[config.mk]
export PLATFORM = sky130hd
export DESIGN_NAME = acs_sequencer
export DESIGN_NICKNAME = d
export VERILOG_FILES = /design/src/rtl/acs_sequencer.v
export VERILOG_INCLUDE_DIRS = /design/src /design/src/rtl
export SDC_FILE = /design/constraint.sdc
export NUM_CORES = 1
export LEC_CHECK = 0
export ABC_AREA = 1
export BUFFER_PORTS_ARGS = -buffer_cell sky130_fd_sc_hd__buf_2
export CAP_MARGIN = 20
export CORE_MARGIN = 5
export CORE_UTILIZATION = 40
export DETAILED_ROUTE_END_ITERATION = 8
export GPL_TIMING_DRIVEN = 0
export PLACE_DENSITY = 0.61
export SYNTH_ARGS = -nofsm -noshare
export SYNTH_HDL_FRONTEND = slang
export SYNTH_SLANG_ARGS = --single-unit
[constraint.sdc]
create_clock -name CLK_IN -period 2 [get_ports CLK_IN]
set_input_delay 0 -clock CLK_IN [delete_from_list [all_inputs] [get_ports CLK_IN]]
set_output_delay 0 -clock CLK_IN [all_outputs]
set_load 0.02 [all_outputs]
[src/rtl/acs_defines.vh]
// Functional notes
// - converter enabled only while converter_on set
// - writing go flag starts selected channel conversion
// - finish clears go, sets done, loads result
// - clearing go aborts, partial result loaded
// - unresolved bits copy last resolved bit
// - reset clears fields, powers off, aborts
// - conversion survives sleep only on rc clock
// - rc clock delays start one instruction cycle
// - completion in sleep with interrupt wakes
// - completion in sleep, interrupt off: power down
// - sleep on system clock aborts, powers down
// - codes 111 reference, 110 temperature channel
// - control register eight bits, go bit1, on bit0
// - done flag set on completed conversions only, software clears
// - codes 000-010 pins, 011-101 no channel
// - full conversion takes 9.5 bit periods
`ifndef ACS_DEFINES_VH
`define ACS_DEFINES_VH

// ---------------------------------------------------------------
// register map
// ---------------------------------------------------------------
`define ACS_ADDR_CONTROL 12'h000
`define ACS_ADDR_RESULT 12'h004
`define ACS_ADDR_STATUS 12'h008
`define ACS_CONTROL_RESET 8'h00
`define ACS_ON_BIT 0
`define ACS_GO_BIT 1
`define ACS_CHS_LSB 2
`define ACS_CLK_LSB 5
`define ACS_STAT_DONE_BIT 0
`define ACS_STAT_IE_BIT 1
`define ACS_STAT_PWR_BIT 2

// ---------------------------------------------------------------
// timing
// ---------------------------------------------------------------
// instruction cycle 250 ns at 4 ns clock
`define ACS_INSTR_NS 250
`define ACS_CLK_NS 4
// 250 ns / 4 ns, sized to the delay counter
`define ACS_INSTR_CYC 16'h003E
// rc clock half bit period, arbitrary plain default in system cycles
`define ACS_RC_HALF_CYC 16'h0100
// half-periods per conversion: 9.5 periods = 19 halves
`define ACS_HALVES 5'h13

`endif

[src/rtl/acs_sequencer.v]
`timescale 1ns/1ps
`include "acs_defines.vh"

module acs_sequencer (
    // clock and reset
    input wire CLK_IN,
    input wire RST_IN,
    // ahb-lite slave
    input wire HSEL_IN,
    input wire [31:0] HADDR_IN,
    input wire [1:0] HTRANS_IN,
    input wire HWRITE_IN,
    input wire [2:0] HSIZE_IN,
    input wire [31:0] HWDATA_IN,
    input wire HREADY_IN,
    output wire [31:0] HRDATA_OUT,
    output wire HREADYOUT_OUT,
    output wire HRESP_OUT,
    // system
    input wire SLEEP_IN,
    output wire WAKE_OUT,
    // analog core
    input wire COMPARATOR_IN,
    output wire CORE_POWER_OUT,
    output wire SAMPLE_OUT,
    output wire [7:0] DAC_CODE_OUT,
    output wire [2:0] PIN_CHANNEL_OUT,
    output wire PIN_CHANNEL_VALID_OUT,
    output wire TEMP_SELECT_OUT,
    output wire REF_SELECT_OUT,
    output wire [2:0] CLOCK_SELECT_OUT
);

// ---------------------------------------------------------------
// states
// ---------------------------------------------------------------
localparam ST_IDLE = 4'b0001;
localparam ST_DELAY = 4'b0010;
localparam ST_CONV = 4'b0100;
localparam ST_DONE = 4'b1000;

reg [7:0] control_reg;
reg done_flag_reg;
reg int_enable_reg;
reg [7:0] result_reg;
reg [3:0] state_reg;
reg [15:0] div_cnt_reg;
reg [4:0] half_cnt_reg;
reg [7:0] sar_reg;
reg [7:0] trial_reg;
reg core_off_reg;
reg wake_reg;
reg [2:0] cmp_sync_reg;
reg cmp_reg;
reg [2:0] slp_sync_reg;
reg slp_reg;

reg wr_pend_reg;
reg rd_pend_reg;
reg [11:0] addr_reg;
reg [31:0] rdata_reg;

wire [2:0] clk_sel = control_reg[`ACS_CLK_LSB+2:`ACS_CLK_LSB];
wire [2:0] chs = control_reg[`ACS_CHS_LSB+2:`ACS_CHS_LSB];
wire conv_on = control_reg[`ACS_ON_BIT];
wire rc_sel = clk_sel[1] & clk_sel[0];

// ---------------------------------------------------------------
// clock select decode
// ---------------------------------------------------------------
reg [15:0] half_len;
always @* begin
    case (clk_sel)
        3'b000: half_len = 16'h0001;
        3'b001: half_len = 16'h0004;
        3'b010: half_len = 16'h0010;
        3'b100: half_len = 16'h0002;
        3'b101: half_len = 16'h0008;
        3'b110: half_len = 16'h0020;
        default: half_len = `ACS_RC_HALF_CYC;
    endcase
end

// ---------------------------------------------------------------
// input synchronisers
// ---------------------------------------------------------------
always @(posedge CLK_IN) begin
    if (RST_IN) begin
        cmp_sync_reg <= 3'b000;
        cmp_reg <= 1'b0;
        slp_sync_reg <= 3'b000;
        slp_reg <= 1'b0;
    end else begin
        cmp_sync_reg <= {cmp_sync_reg[1:0], COMPARATOR_IN};
        slp_sync_reg <= {slp_sync_reg[1:0], SLEEP_IN};
        // a level counts once the second and third stages agree
        if (cmp_sync_reg[2] == cmp_sync_reg[1]) begin
            cmp_reg <= cmp_sync_reg[2];
        end
        if (slp_sync_reg[2] == slp_sync_reg[1]) begin
            slp_reg <= slp_sync_reg[2];
        end
    end
end

// ---------------------------------------------------------------
// bus slave
// ---------------------------------------------------------------
// unmapped offsets read zero and ignore writes
wire take = HSEL_IN & HREADY_IN & HTRANS_IN[1];
wire wr_ctrl = wr_pend_reg & (addr_reg == `ACS_ADDR_CONTROL);
wire wr_stat = wr_pend_reg & (addr_reg == `ACS_ADDR_STATUS);
wire [7:0] wdat = HWDATA_IN[7:0];

always @(posedge CLK_IN) begin
    if (RST_IN) begin
        wr_pend_reg <= 1'b0;
        rd_pend_reg <= 1'b0;
        addr_reg <= 12'h000;
    end else begin
        wr_pend_reg <= take & HWRITE_IN;
        rd_pend_reg <= take & ~HWRITE_IN;
        if (take) begin
            addr_reg <= HADDR_IN[11:0];
        end
    end
end

// read data latched in the address phase so the data phase has no wait
always @(posedge CLK_IN) begin
    if (RST_IN) begin
        rdata_reg <= 32'h0000_0000;
    end else if (take & ~HWRITE_IN) begin
        case (HADDR_IN[11:0])
            `ACS_ADDR_CONTROL: rdata_reg <= {24'h00_0000, control_reg};
            `ACS_ADDR_RESULT: rdata_reg <= {24'h00_0000, result_reg};
            `ACS_ADDR_STATUS: rdata_reg <= {29'h0000_0000, core_off_reg,
                                            int_enable_reg, done_flag_reg};
            default: rdata_reg <= 32'h0000_0000;
        endcase
    end
end

assign HRDATA_OUT = rdata_reg;
assign HREADYOUT_OUT = 1'b1;
assign HRESP_OUT = 1'b0;

// ---------------------------------------------------------------
// conversion sequencer
// ---------------------------------------------------------------
wire go_write = wr_ctrl & wdat[`ACS_GO_BIT];
wire abort_sw = wr_ctrl & ~wdat[`ACS_GO_BIT] & (state_reg != ST_IDLE);
wire abort_sleep = slp_reg & ~rc_sel & (state_reg != ST_IDLE);
wire abort_off = ~conv_on & (state_reg != ST_IDLE);
wire half_tick = (div_cnt_reg == 16'h0001);
// bit 7..0 resolved on odd half counts 3,5,..,17; done after 19 halves
wire resolve = half_tick & half_cnt_reg[0] & (half_cnt_reg >= 5'h03)
    & (half_cnt_reg <= 5'h11);
// the nineteenth half period ends the conversion; results load one cycle later
wire finish = half_tick & (half_cnt_reg == (`ACS_HALVES - 5'h01));

// ---------------------------------------------------------------
// partial result
// ---------------------------------------------------------------
// unresolved low bits copy the last resolved bit; with nothing
// resolved yet the whole word stays zero
wire [7:0] partial;
assign partial[7] = sar_reg[7];
genvar g;
generate
    for (g = 0; g < 7; g = g + 1) begin : g_fill
        // bit g is still open while the trial marker sits at or above it
        assign partial[g] = (|trial_reg[7:g]) ? partial[g+1] : sar_reg[g];
    end
endgenerate

always @(posedge CLK_IN) begin
    if (RST_IN) begin
        control_reg <= `ACS_CONTROL_RESET;
        state_reg <= ST_IDLE;
        div_cnt_reg <= 16'h0000;
        half_cnt_reg <= 5'h00;
        sar_reg <= 8'h00;
        trial_reg <= 8'h00;
        result_reg <= 8'h00;
        done_flag_reg <= 1'b0;
        int_enable_reg <= 1'b0;
        core_off_reg <= 1'b0;
        wake_reg <= 1'b0;
    end else begin
        wake_reg <= 1'b0;
        if (wr_stat) begin
            int_enable_reg <= wdat[`ACS_STAT_IE_BIT];
        end
        if (wr_ctrl) begin
            control_reg <= wdat;
            if (wdat[`ACS_ON_BIT]) begin
                core_off_reg <= 1'b0;
            end
        end
        // set wins over software clear
        if (wr_stat & wdat[`ACS_STAT_DONE_BIT]) begin
            done_flag_reg <= 1'b0;
        end
        case (state_reg)
            ST_IDLE: begin
                if (go_write & conv_on & wdat[`ACS_ON_BIT]) begin
                    sar_reg <= 8'h00;
                    trial_reg <= 8'h80;
                    half_cnt_reg <= 5'h00;
                    core_off_reg <= 1'b0;
                    if (rc_sel) begin
                        div_cnt_reg <= `ACS_INSTR_CYC;
                        state_reg <= ST_DELAY;
                    end else begin
                        div_cnt_reg <= half_len;
                        state_reg <= ST_CONV;
                    end
                end else if (go_write) begin
                    control_reg[`ACS_GO_BIT] <= 1'b0;
                end
            end
            ST_DELAY: begin
                control_reg[`ACS_GO_BIT] <= 1'b1;
                div_cnt_reg <= div_cnt_reg - 16'h0001;
                if (div_cnt_reg == 16'h0001) begin
                    div_cnt_reg <= half_len;
                    state_reg <= ST_CONV;
                end
            end
            ST_CONV: begin
                if (!wr_ctrl) begin
                    control_reg[`ACS_GO_BIT] <= 1'b1;
                end
                div_cnt_reg <= half_tick ? half_len : div_cnt_reg - 16'h0001;
                if (half_tick) begin
                    half_cnt_reg <= half_cnt_reg + 5'h01;
                end
                if (resolve) begin
                    sar_reg <= cmp_reg ? (sar_reg | trial_reg) : sar_reg;
                    trial_reg <= {1'b0, trial_reg[7:1]};
                end
                if (finish) begin
                    state_reg <= ST_DONE;
                end
            end
            default: begin
                control_reg[`ACS_GO_BIT] <= 1'b0;
                result_reg <= sar_reg;
                done_flag_reg <= 1'b1;
                if (slp_reg) begin
                    if (int_enable_reg) begin
                        wake_reg <= 1'b1;
                    end else begin
                        core_off_reg <= 1'b1;
                    end
                end
                state_reg <= ST_IDLE;
            end
        endcase
        // an abort from any source overrides the step taken above,
        // and go must never stay set once the sequencer is idle
        if (abort_sw | abort_sleep | abort_off) begin
            state_reg <= ST_IDLE;
            result_reg <= partial;
            control_reg[`ACS_GO_BIT] <= 1'b0;
            if (abort_sleep) begin
                core_off_reg <= 1'b1;
            end
        end else if (slp_reg & ~rc_sel & ~wr_ctrl) begin
            // an idle converter asleep on a system divider stays powered down
            core_off_reg <= 1'b1;
        end
    end
end

// ---------------------------------------------------------------
// trial code register
// ---------------------------------------------------------------
// the decision loop through the core and the synchroniser is about
// six cycles, so dividers /2 and /4 resolve on a stale decision
reg [7:0] dac_code_reg;
always @(posedge CLK_IN) begin
    if (RST_IN) begin
        dac_code_reg <= 8'h00;
    end else begin
        dac_code_reg <= sar_reg | trial_reg;
    end
end

// ---------------------------------------------------------------
// analog core drive
// ---------------------------------------------------------------
// the on bit keeps reading set while the core itself is powered down
assign CORE_POWER_OUT = conv_on & ~core_off_reg;
assign SAMPLE_OUT = (state_reg == ST_IDLE) | (state_reg == ST_DELAY);
assign DAC_CODE_OUT = dac_code_reg;
assign WAKE_OUT = wake_reg;
assign CLOCK_SELECT_OUT = clk_sel;
assign PIN_CHANNEL_OUT = chs;
assign PIN_CHANNEL_VALID_OUT = (chs <= 3'b010);
assign TEMP_SELECT_OUT = (chs == 3'b110);
assign REF_SELECT_OUT = (chs == 3'b111);

endmodule

==> results by group, run 1 <==
Pwr
  – Leak Pwr: between 2 and 3 nW
  – Comb power frac: 0.413
  – Pwr per Cell Area: around 1200 nW/um^2
  – IR drop worst, VDD: 658.2 uV
  – Sw Share: 0.3936
  – Pint: 4.421 mW
  – Switch Pwr: ~2.9 mW
  – Power share of the clock group: 0.273
  – Tot Pwr: 7.290 mW
  – Reg power frac: 0.314

Floorplanning
  – IO Pins: 130
  – Core box area: 12060 um^2
  – Initial Utilization: 0.4105
  – Die Footprint: 14700 um^2
  – Die height: 121.3 um
  – Die width: roughly 120 um
  – # rows: 40

Worst setup path
  – FF-to-FF path depth: 10
  – Largest stage delay, worst path: between 0.3 and 0.4 ns
  – Critical path launch point type: register
  – Crit path cell chain: nor2_1 -> nand2_1 -> nor2_2 -> nand3_2 -> nand2_2 -> inv_1 -> a21oi_2 -> nand2_1 -> nor2_1 -> nor3_1
  – CP Class: reg -> reg
  – RR Startpoint: div_cnt_reg[6]$_SDFFE_PP0P_
  – WP buf/inv: 1
  – R2r setup slk: 0.18 ns
  – WP depth: 10
  – Crit path max fanout: 5
  – Critical path endpoint category: register
  – Crit Reg-Reg Endpoint: state_reg[2]$_SDFFE_PP0P_
  – Critical path arrival: 2.06 ns
  – Largest delay share family, worst path: simple AND/OR/NAND/NOR gates
  – Data required, critical path: 2.24 ns
  – CP max stage cell: dfxtp_1

STA
  – Fin. Hold Viols: 1
  – Layout Skew: 0.005380 ns
  – Unrepaired setup endpoints after global routing: yes
  – Worst Tran Pin Value: 0.6223 ns
  – Period utilization: 0.9123
  – Fin crit period: 1.825 ns
  – Rel. slew slack: 0.5851
  – Max frequency: 548.0 MHz
  – Hold_ws: -0.006094 ns
  – Final Max Tran Viols: 0
  – Setup Viol. Count Final: 0

Clock network
  – Sink Count: 98
  – Num CTS Buffers: 9
  – Reg clk slew, reported paths: ~0.07 ns
  – Clock Latency Late Sink: 0.35 ns
  – CTS Buffer Depth: 2
  – H-Tree Level Count: 3
  – TritonCTS clock tree: built
  – Root Driver: clkbuf_16

Placement
  – Post-DP HPWL: 9.687 mm
  – GPL Wtd Cong: 0.8844
  – IO Port Bufs: 54

Logic synthesis
  – Register area share after synthesis: 0.3963
  – Post-synth cell types: roughly 40
  – Ys flop type: dfxtp_1
  – Cell accounting for the most synthesized area: dfxtp_1
  – EDFF count, synth: 0
  – Synth top cells by count: nand2_1, dfxtp_1, a21oi_1, nor2_1, inv_1
  – Most numerous cell in the Yosys netlist: nand2_1
  – Mapped Area: 4951 um^2
  – Synth top area share: 0.3963
  – Syn Inst Count: 709
  – Post-synthesis async set-or-reset flop share: 0
  – Largest cells by area after synthesis: dfxtp_1, nand2_1, a21oi_1
  – Number of synthesized register bits: around 100
  – Yosys warns: 0
  – Avg Cell Area, Syn: 6.983 um^2

Run status
  – Failing checks: hold timing
  – Status: finished with violations

Detailed routing
  – Routed len/inst: roughly 13 um
  – Pre-antenna DRT Iters: 5
  – Final ANT Viol Nets: 0
  – Vias: 4811
  – Vias per inst: roughly 4.9
  – Iteration-0 DRC count of the detailed router: 296
  – Routed wire length: 12.96 mm
  – DRC: 0

Min path
  – HP Start: HADDR_IN[8]
  – Worst Hold Endpoint: addr_reg[8]$_SDFFE_PP0P_
  – Hold Crit Class: in -> reg
  – Hold-critical path depth: 3

Final layout
  – Synth-to-layout area growth: 22.52%
  – ANT cells: 0
  – Nets: 898
  – Layout cells sized above 1: 0.1691
  – Filler cell count in the final layout: 1181
  – Max reg flops: 16

GRT
  – Vias in the first global route: between 4k and 5k
  – Pin count of the biggest net entering global routing: 17
  – Congestion Overflow GR: 0
  – All-Layer GR Usage: 0.1799
  – Initial antenna violation count: 0
  – First-pass GRT wire length: ~21 mm

Flow run
  – Max Cap Viol: 0
==> stage by stage <==
stage / std cells / setup WS, ns / utilization / setup TNS, ns / area, um^2
after floorplan: 733 / 0.4071 / - / 0 / 5041
after global placement: 955 / 0.2019 / 0.4578 / 0 / 5522
after detailed placement: 955 / 0.1816 / 0.4578 / 0 / 5522
after CTS: 990 / 0.1506 / 0.5019 / 0 / 6053
after global routing: 990 / -0.01114 / 0.5029 / -0.01114 / 6066
final: 990 / 0.1753 / 0.5029 / 0 / 6066
==> per-layer routing <==
layer	track usage	vias up	part of all wire
met2	0.3025	128	0.46
met1	0.2304	2179	0.45
met3	0.03030	25	0.061
met4	0.06933	0	0.023
li1	-	2479	-
met5	0	-	0
==> kinds of logic (layout without fill, tap and decap cells) <==
logic type                 after synthesis  count (layout)  synth area share
buffers and inverters                  131             220            0.1312
DFF                                     98              98            0.3963
adders and majority gates                5               5           0.01264
AOI/OAI and AO/OA                      135             135            0.1478
xor gates and xnor gates                 7               7           0.01238
other                                    2              26          0.001517
and+or+nand+nor                        331             331            0.2982
==> power by group through the flow <==
stage	sequential, mW	combinational, mW	clock, mW
2_1_floorplan	2.33	2.29	0
3_3_place_gp	2.33	2.90	0
3_5_place_dp	2.33	2.94	0
4_1_cts	2.29	2.98	2.02
5_1_grt	2.31	3.41	2.10
6_report	2.29	3.01	1.99
==> worst max-delay path by stage <==
stage                                 startpoint  slack (ns)                        end
global placement     div_cnt_reg[1]$_SDFFE_PP0P_        0.20  trial_reg[4]$_SDFFE_PP0P_
finish               div_cnt_reg[6]$_SDFFE_PP0P_        0.18  state_reg[2]$_SDFFE_PP0P_
CTS                  div_cnt_reg[6]$_SDFFE_PP0P_        0.15  state_reg[2]$_SDFFE_PP0P_
global route         div_cnt_reg[6]$_SDFFE_PP0P_       -0.01  state_reg[2]$_SDFFE_PP0P_
detailed placement  half_cnt_reg[0]$_SDFFE_PP0P_        0.18  trial_reg[7]$_SDFFE_PP0P_
floorplan           half_cnt_reg[0]$_SDFFE_PP0P_        0.41  trial_reg[7]$_SDFFE_PP0P_
==> cell type report <==
| cell class | count | area, um^2 | share of cell area |
|---|---|---|---|
| repair buffers | 73 | 460.4 | 0.07591 |
| clock inverters | 7 | 116.4 | 0.01918 |
| clock buffers | 9 | 225.2 | 0.03713 |
| well taps | 168 | 210.2 | 0.03465 |
| flip-flops and latches | 98 | 1962 | 0.3234 |
| multi-input cells | 504 | 2442 | 0.4026 |
| inverters | 79 | 296.5 | 0.04889 |
| plain buffers | 52 | 352.8 | 0.05817 |
==> repair_timing <==
item                       in CTS  in global routing
resized for setup               0                  2
hold endpoints to repair       19                  0
setup endpoints to repair       0                  5
buffers inserted                0                  0
hold buffers                   19                  0
==> tightest hold or removal path, cell delays in order <==
cell     delay [ns]
buf_2          0.09
o21ai_0        0.09
a21oi_1        0.13
==> placed cells by master, fill, tap and decap left out, types with 26 or more instances in the layout <==
cell type and n:
nand2_1 152, dfxtp_1 98, nor2_1 76, a21oi_1 76, inv_1 75, buf_2 56
nand3_1 44, o21ai_0 39, buf_4 34, conb_1 26
No activity file was read; power rests on OpenSTA's default activity.
==> run 2, diff against run 1 <==
==> constraint.sdc (replaced) <==
create_clock -name CLK_IN -period 2 [get_ports CLK_IN]
set_input_delay 0.2 -clock CLK_IN [delete_from_list [all_inputs] [get_ports CLK_IN]]
set_output_delay 0.2 -clock CLK_IN [all_outputs]
set_load 0.02 [all_outputs]
==> results by group, run 2 (synthesis gave the netlist of run 1 again) <==
Run status
  – Status: finished, final reports clean (was finished with violations)

Clock network
  – CTS Hold Bufs: 0 (was 19)
  – CTS Buffer Depth: 2 (unchanged)
  – Sink Count: 98 (unchanged)
  – Reg clk slew, reported paths: 0.07 ns (about the same)
  – Root Driver: clkbuf_16 (unchanged)
  – Num CTS Buffers: 9 (unchanged)
  – Post-CTS Setup Inserts: 0 (unchanged)
  – TritonCTS clock tree: built (unchanged)
  – Clock Latency Late Sink: 0.35 ns (about the same)
  – H-Tree Level Count: 3 (unchanged)

Worst setup path
  – Largest stage delay, worst path: 0.35 ns (about the same)
  – CP Class: reg -> reg (unchanged)
  – Critical path arrival: 2.06 ns (about the same)
  – FF-to-FF path depth: 10 (unchanged)
  – Data required, critical path: 2.23 ns (was 2.24 ns)
  – Critical path endpoint category: register (unchanged)
  – Crit path max fanout: 5 (unchanged)
  – Crit path cell chain: nor2_1 -> nand2_1 -> nor2_2 -> nand3_2 -> nand2_2 -> inv_1 -> a21oi_2 -> nand2_1 -> nor2_1 -> nor3_1 (unchanged)
  – Critical path launch point type: register (unchanged)
  – CP max stage cell: dfxtp_1 (unchanged)

Min path
  – Hold Crit Class: in -> reg (unchanged)
  – Hold-critical path depth: 3 (unchanged)

Floorplanning
  – Initial Utilization: 0.4105 (unchanged)
  – Die height: 121.3 um (unchanged)
  – IO Pins: 130 (unchanged)
  – Die width: 121.3 um (unchanged)
  – # rows: 40 (unchanged)
  – Core box area: 12060 um^2 (unchanged)
  – Die Footprint: 14700 um^2 (unchanged)

STA
  – Rel. slew slack: 0.5849 (was 0.5851)
  – Fin crit period: 1.827 ns (was 1.825 ns)
  – Unrepaired setup endpoints after global routing: yes (unchanged)
  – Setup Viol. Count Final: 0 (unchanged)
  – Fin. Hold Viols: 0 (was 1)
  – Max frequency: 547.2 MHz (was 548.0 MHz)
  – Worst Tran Pin Value: 0.6226 ns (was 0.6223 ns)
  – Period utilization: 0.9137 (was 0.9123)
  – Layout Skew: 0.005297 ns (was 0.005380 ns)
  – Final Max Tran Viols: 0 (unchanged)
  – Hold_ws: 0.05034 ns (was -0.006094 ns)

Detailed routing
  – Routed wire length: 12.64 mm (was 12.96 mm)
  – Vias: 4712 (was 4811)
  – DRC: 0 (unchanged)
  – Routed len/inst: 13.01 um (was 13.09 um)
  – Iteration-0 DRC count of the detailed router: 312 (was 296)
  – Final ANT Viol Nets: 0 (unchanged)
  – Pre-antenna DRT Iters: 5 (unchanged)
  – Vias per inst: 4.853 (was 4.860)

Flow run
  – Max Cap Viol: 0 (unchanged)

Final layout
  – Multi-input logic area: 2445 um^2 (was 2442 um^2)
  – Nets: 879 (was 898)
  – Commonest cells after routing, fill and taps aside: nand2_1, dfxtp_1, a21oi_1 (was nand2_1, dfxtp_1, nor2_1, a21oi_1, inv_1)
  – ANT cells: 0 (unchanged)
  – Filler cell count in the final layout: 1204 (was 1181)
  – Most common cell after layout, fill and taps aside: nand2_1 (unchanged)
  – Layout cells sized above 1: 0.1743 (was 0.1691)
  – Storage cell area: 1962 um^2 (unchanged)
  – Layout Utilization: 0.4873 (was 0.5029)
  – Synth-to-layout area growth: 18.73% (was 22.52%)
  – Max reg flops: 16 (unchanged)

GRT
  – Pin count of the biggest net entering global routing: 17 (unchanged)
  – Congestion Overflow GR: 0 (unchanged)
  – Vias in the first global route: 4356 (was 4490)
  – Initial antenna violation count: 0 (unchanged)
  – M1 GR Usage: 0.2289 (was 0.2304)
  – All-Layer GR Usage: 0.1757 (was 0.1799)
  – First-pass GRT wire length: 20.79 mm (was 21.30 mm)
  – Top Usage Layer GRT: met2 (unchanged)
  – Met2 GRT Util: 0.2956 (was 0.3025)
  – Met3 usage: 0.02984 (was 0.03030)

Placement
  – GPL Wtd Cong: 0.8844 (unchanged)
  – Post-DP HPWL: 9.687 mm (unchanged)
  – IO Port Bufs: 54 (unchanged)

Pwr
  – Leak Pwr: 2.560 nW (was 2.640 nW)
  – IR drop worst, VDD: 658.5 uV (was 658.2 uV)
  – Pwr per Cell Area: 1235 nW/um^2 (was 1202 nW/um^2)
-- run 2: worst max-delay path: cells and delay by family, from the launching register on --
kind,cells,cell delay [ns]
buffers and inverters,1,0.15
AO/OA/AOI/OAI,1,0.18
AND/OR/NAND/NOR,8,1.04
flip-flops,1,0.35
-- run 2: repair_timing --
action                                  CTS  global route
endpoints found under the hold margin     0             0
endpoints found under the setup margin    0             8
resized for setup                         0             3
-- run 2: metrics by stage --
step           std cells   TNS, ns  area (um^2)  total power [mW]  setup slack [ns]
3_5_place_dp         955         0         5522             5.275            0.1816
3_3_place_gp         955         0         5522             5.236            0.2019
5_1_grt              971  -0.01114         5878             7.798          -0.01114
6_report             971         0         5878             7.258            0.1726
4_1_cts              971         0         5863             7.270            0.1506
2_1_floorplan        733         0         5041             4.624            0.4071
-- run 2: per-layer routing --
metal / part of all wire / up-vias
met5: 0 / -
met4: 0.014 / 0
met3: 0.058 / 14
met2: 0.47 / 123
met1: 0.46 / 2133
li1: - / 2442
-- run 2: final timing paths --
check | from | endpoint | slack, ns
setup / recovery | div_cnt_reg[6]$_SDFFE_PP0P_ | state_reg[2]$_SDFFE_PP0P_ | 0.17
hold / removal | COMPARATOR_IN | cmp_sync_reg[0]$_SDFF_PP0_ | 0.05
setup reg to reg | div_cnt_reg[6]$_SDFFE_PP0P_ | state_reg[2]$_SDFFE_PP0P_ | 0.17
hold reg to reg | cmp_sync_reg[0]$_SDFF_PP0_ | cmp_sync_reg[1]$_SDFF_PP0_ | 0.40
-- run 2: final cells by class --
cell class | instances | area share
repair buffers | 54 | 0.04598
well taps | 168 | 0.03576
flip-flops and latches | 98 | 0.3338
multi-input cells | 504 | 0.4159
plain buffers | 52 | 0.06003
clock buffers | 9 | 0.03831
inverters | 79 | 0.05045
clock inverters | 7 | 0.01980
-- run 2: report_power, final --
group	internal, mW	switching, mW	total [mW]
Sequential	2.16	0.129	2.29
Combinational	1.01	1.97	2.98
Clock	1.22	0.764	1.99
Total	4.40	2.86	7.26
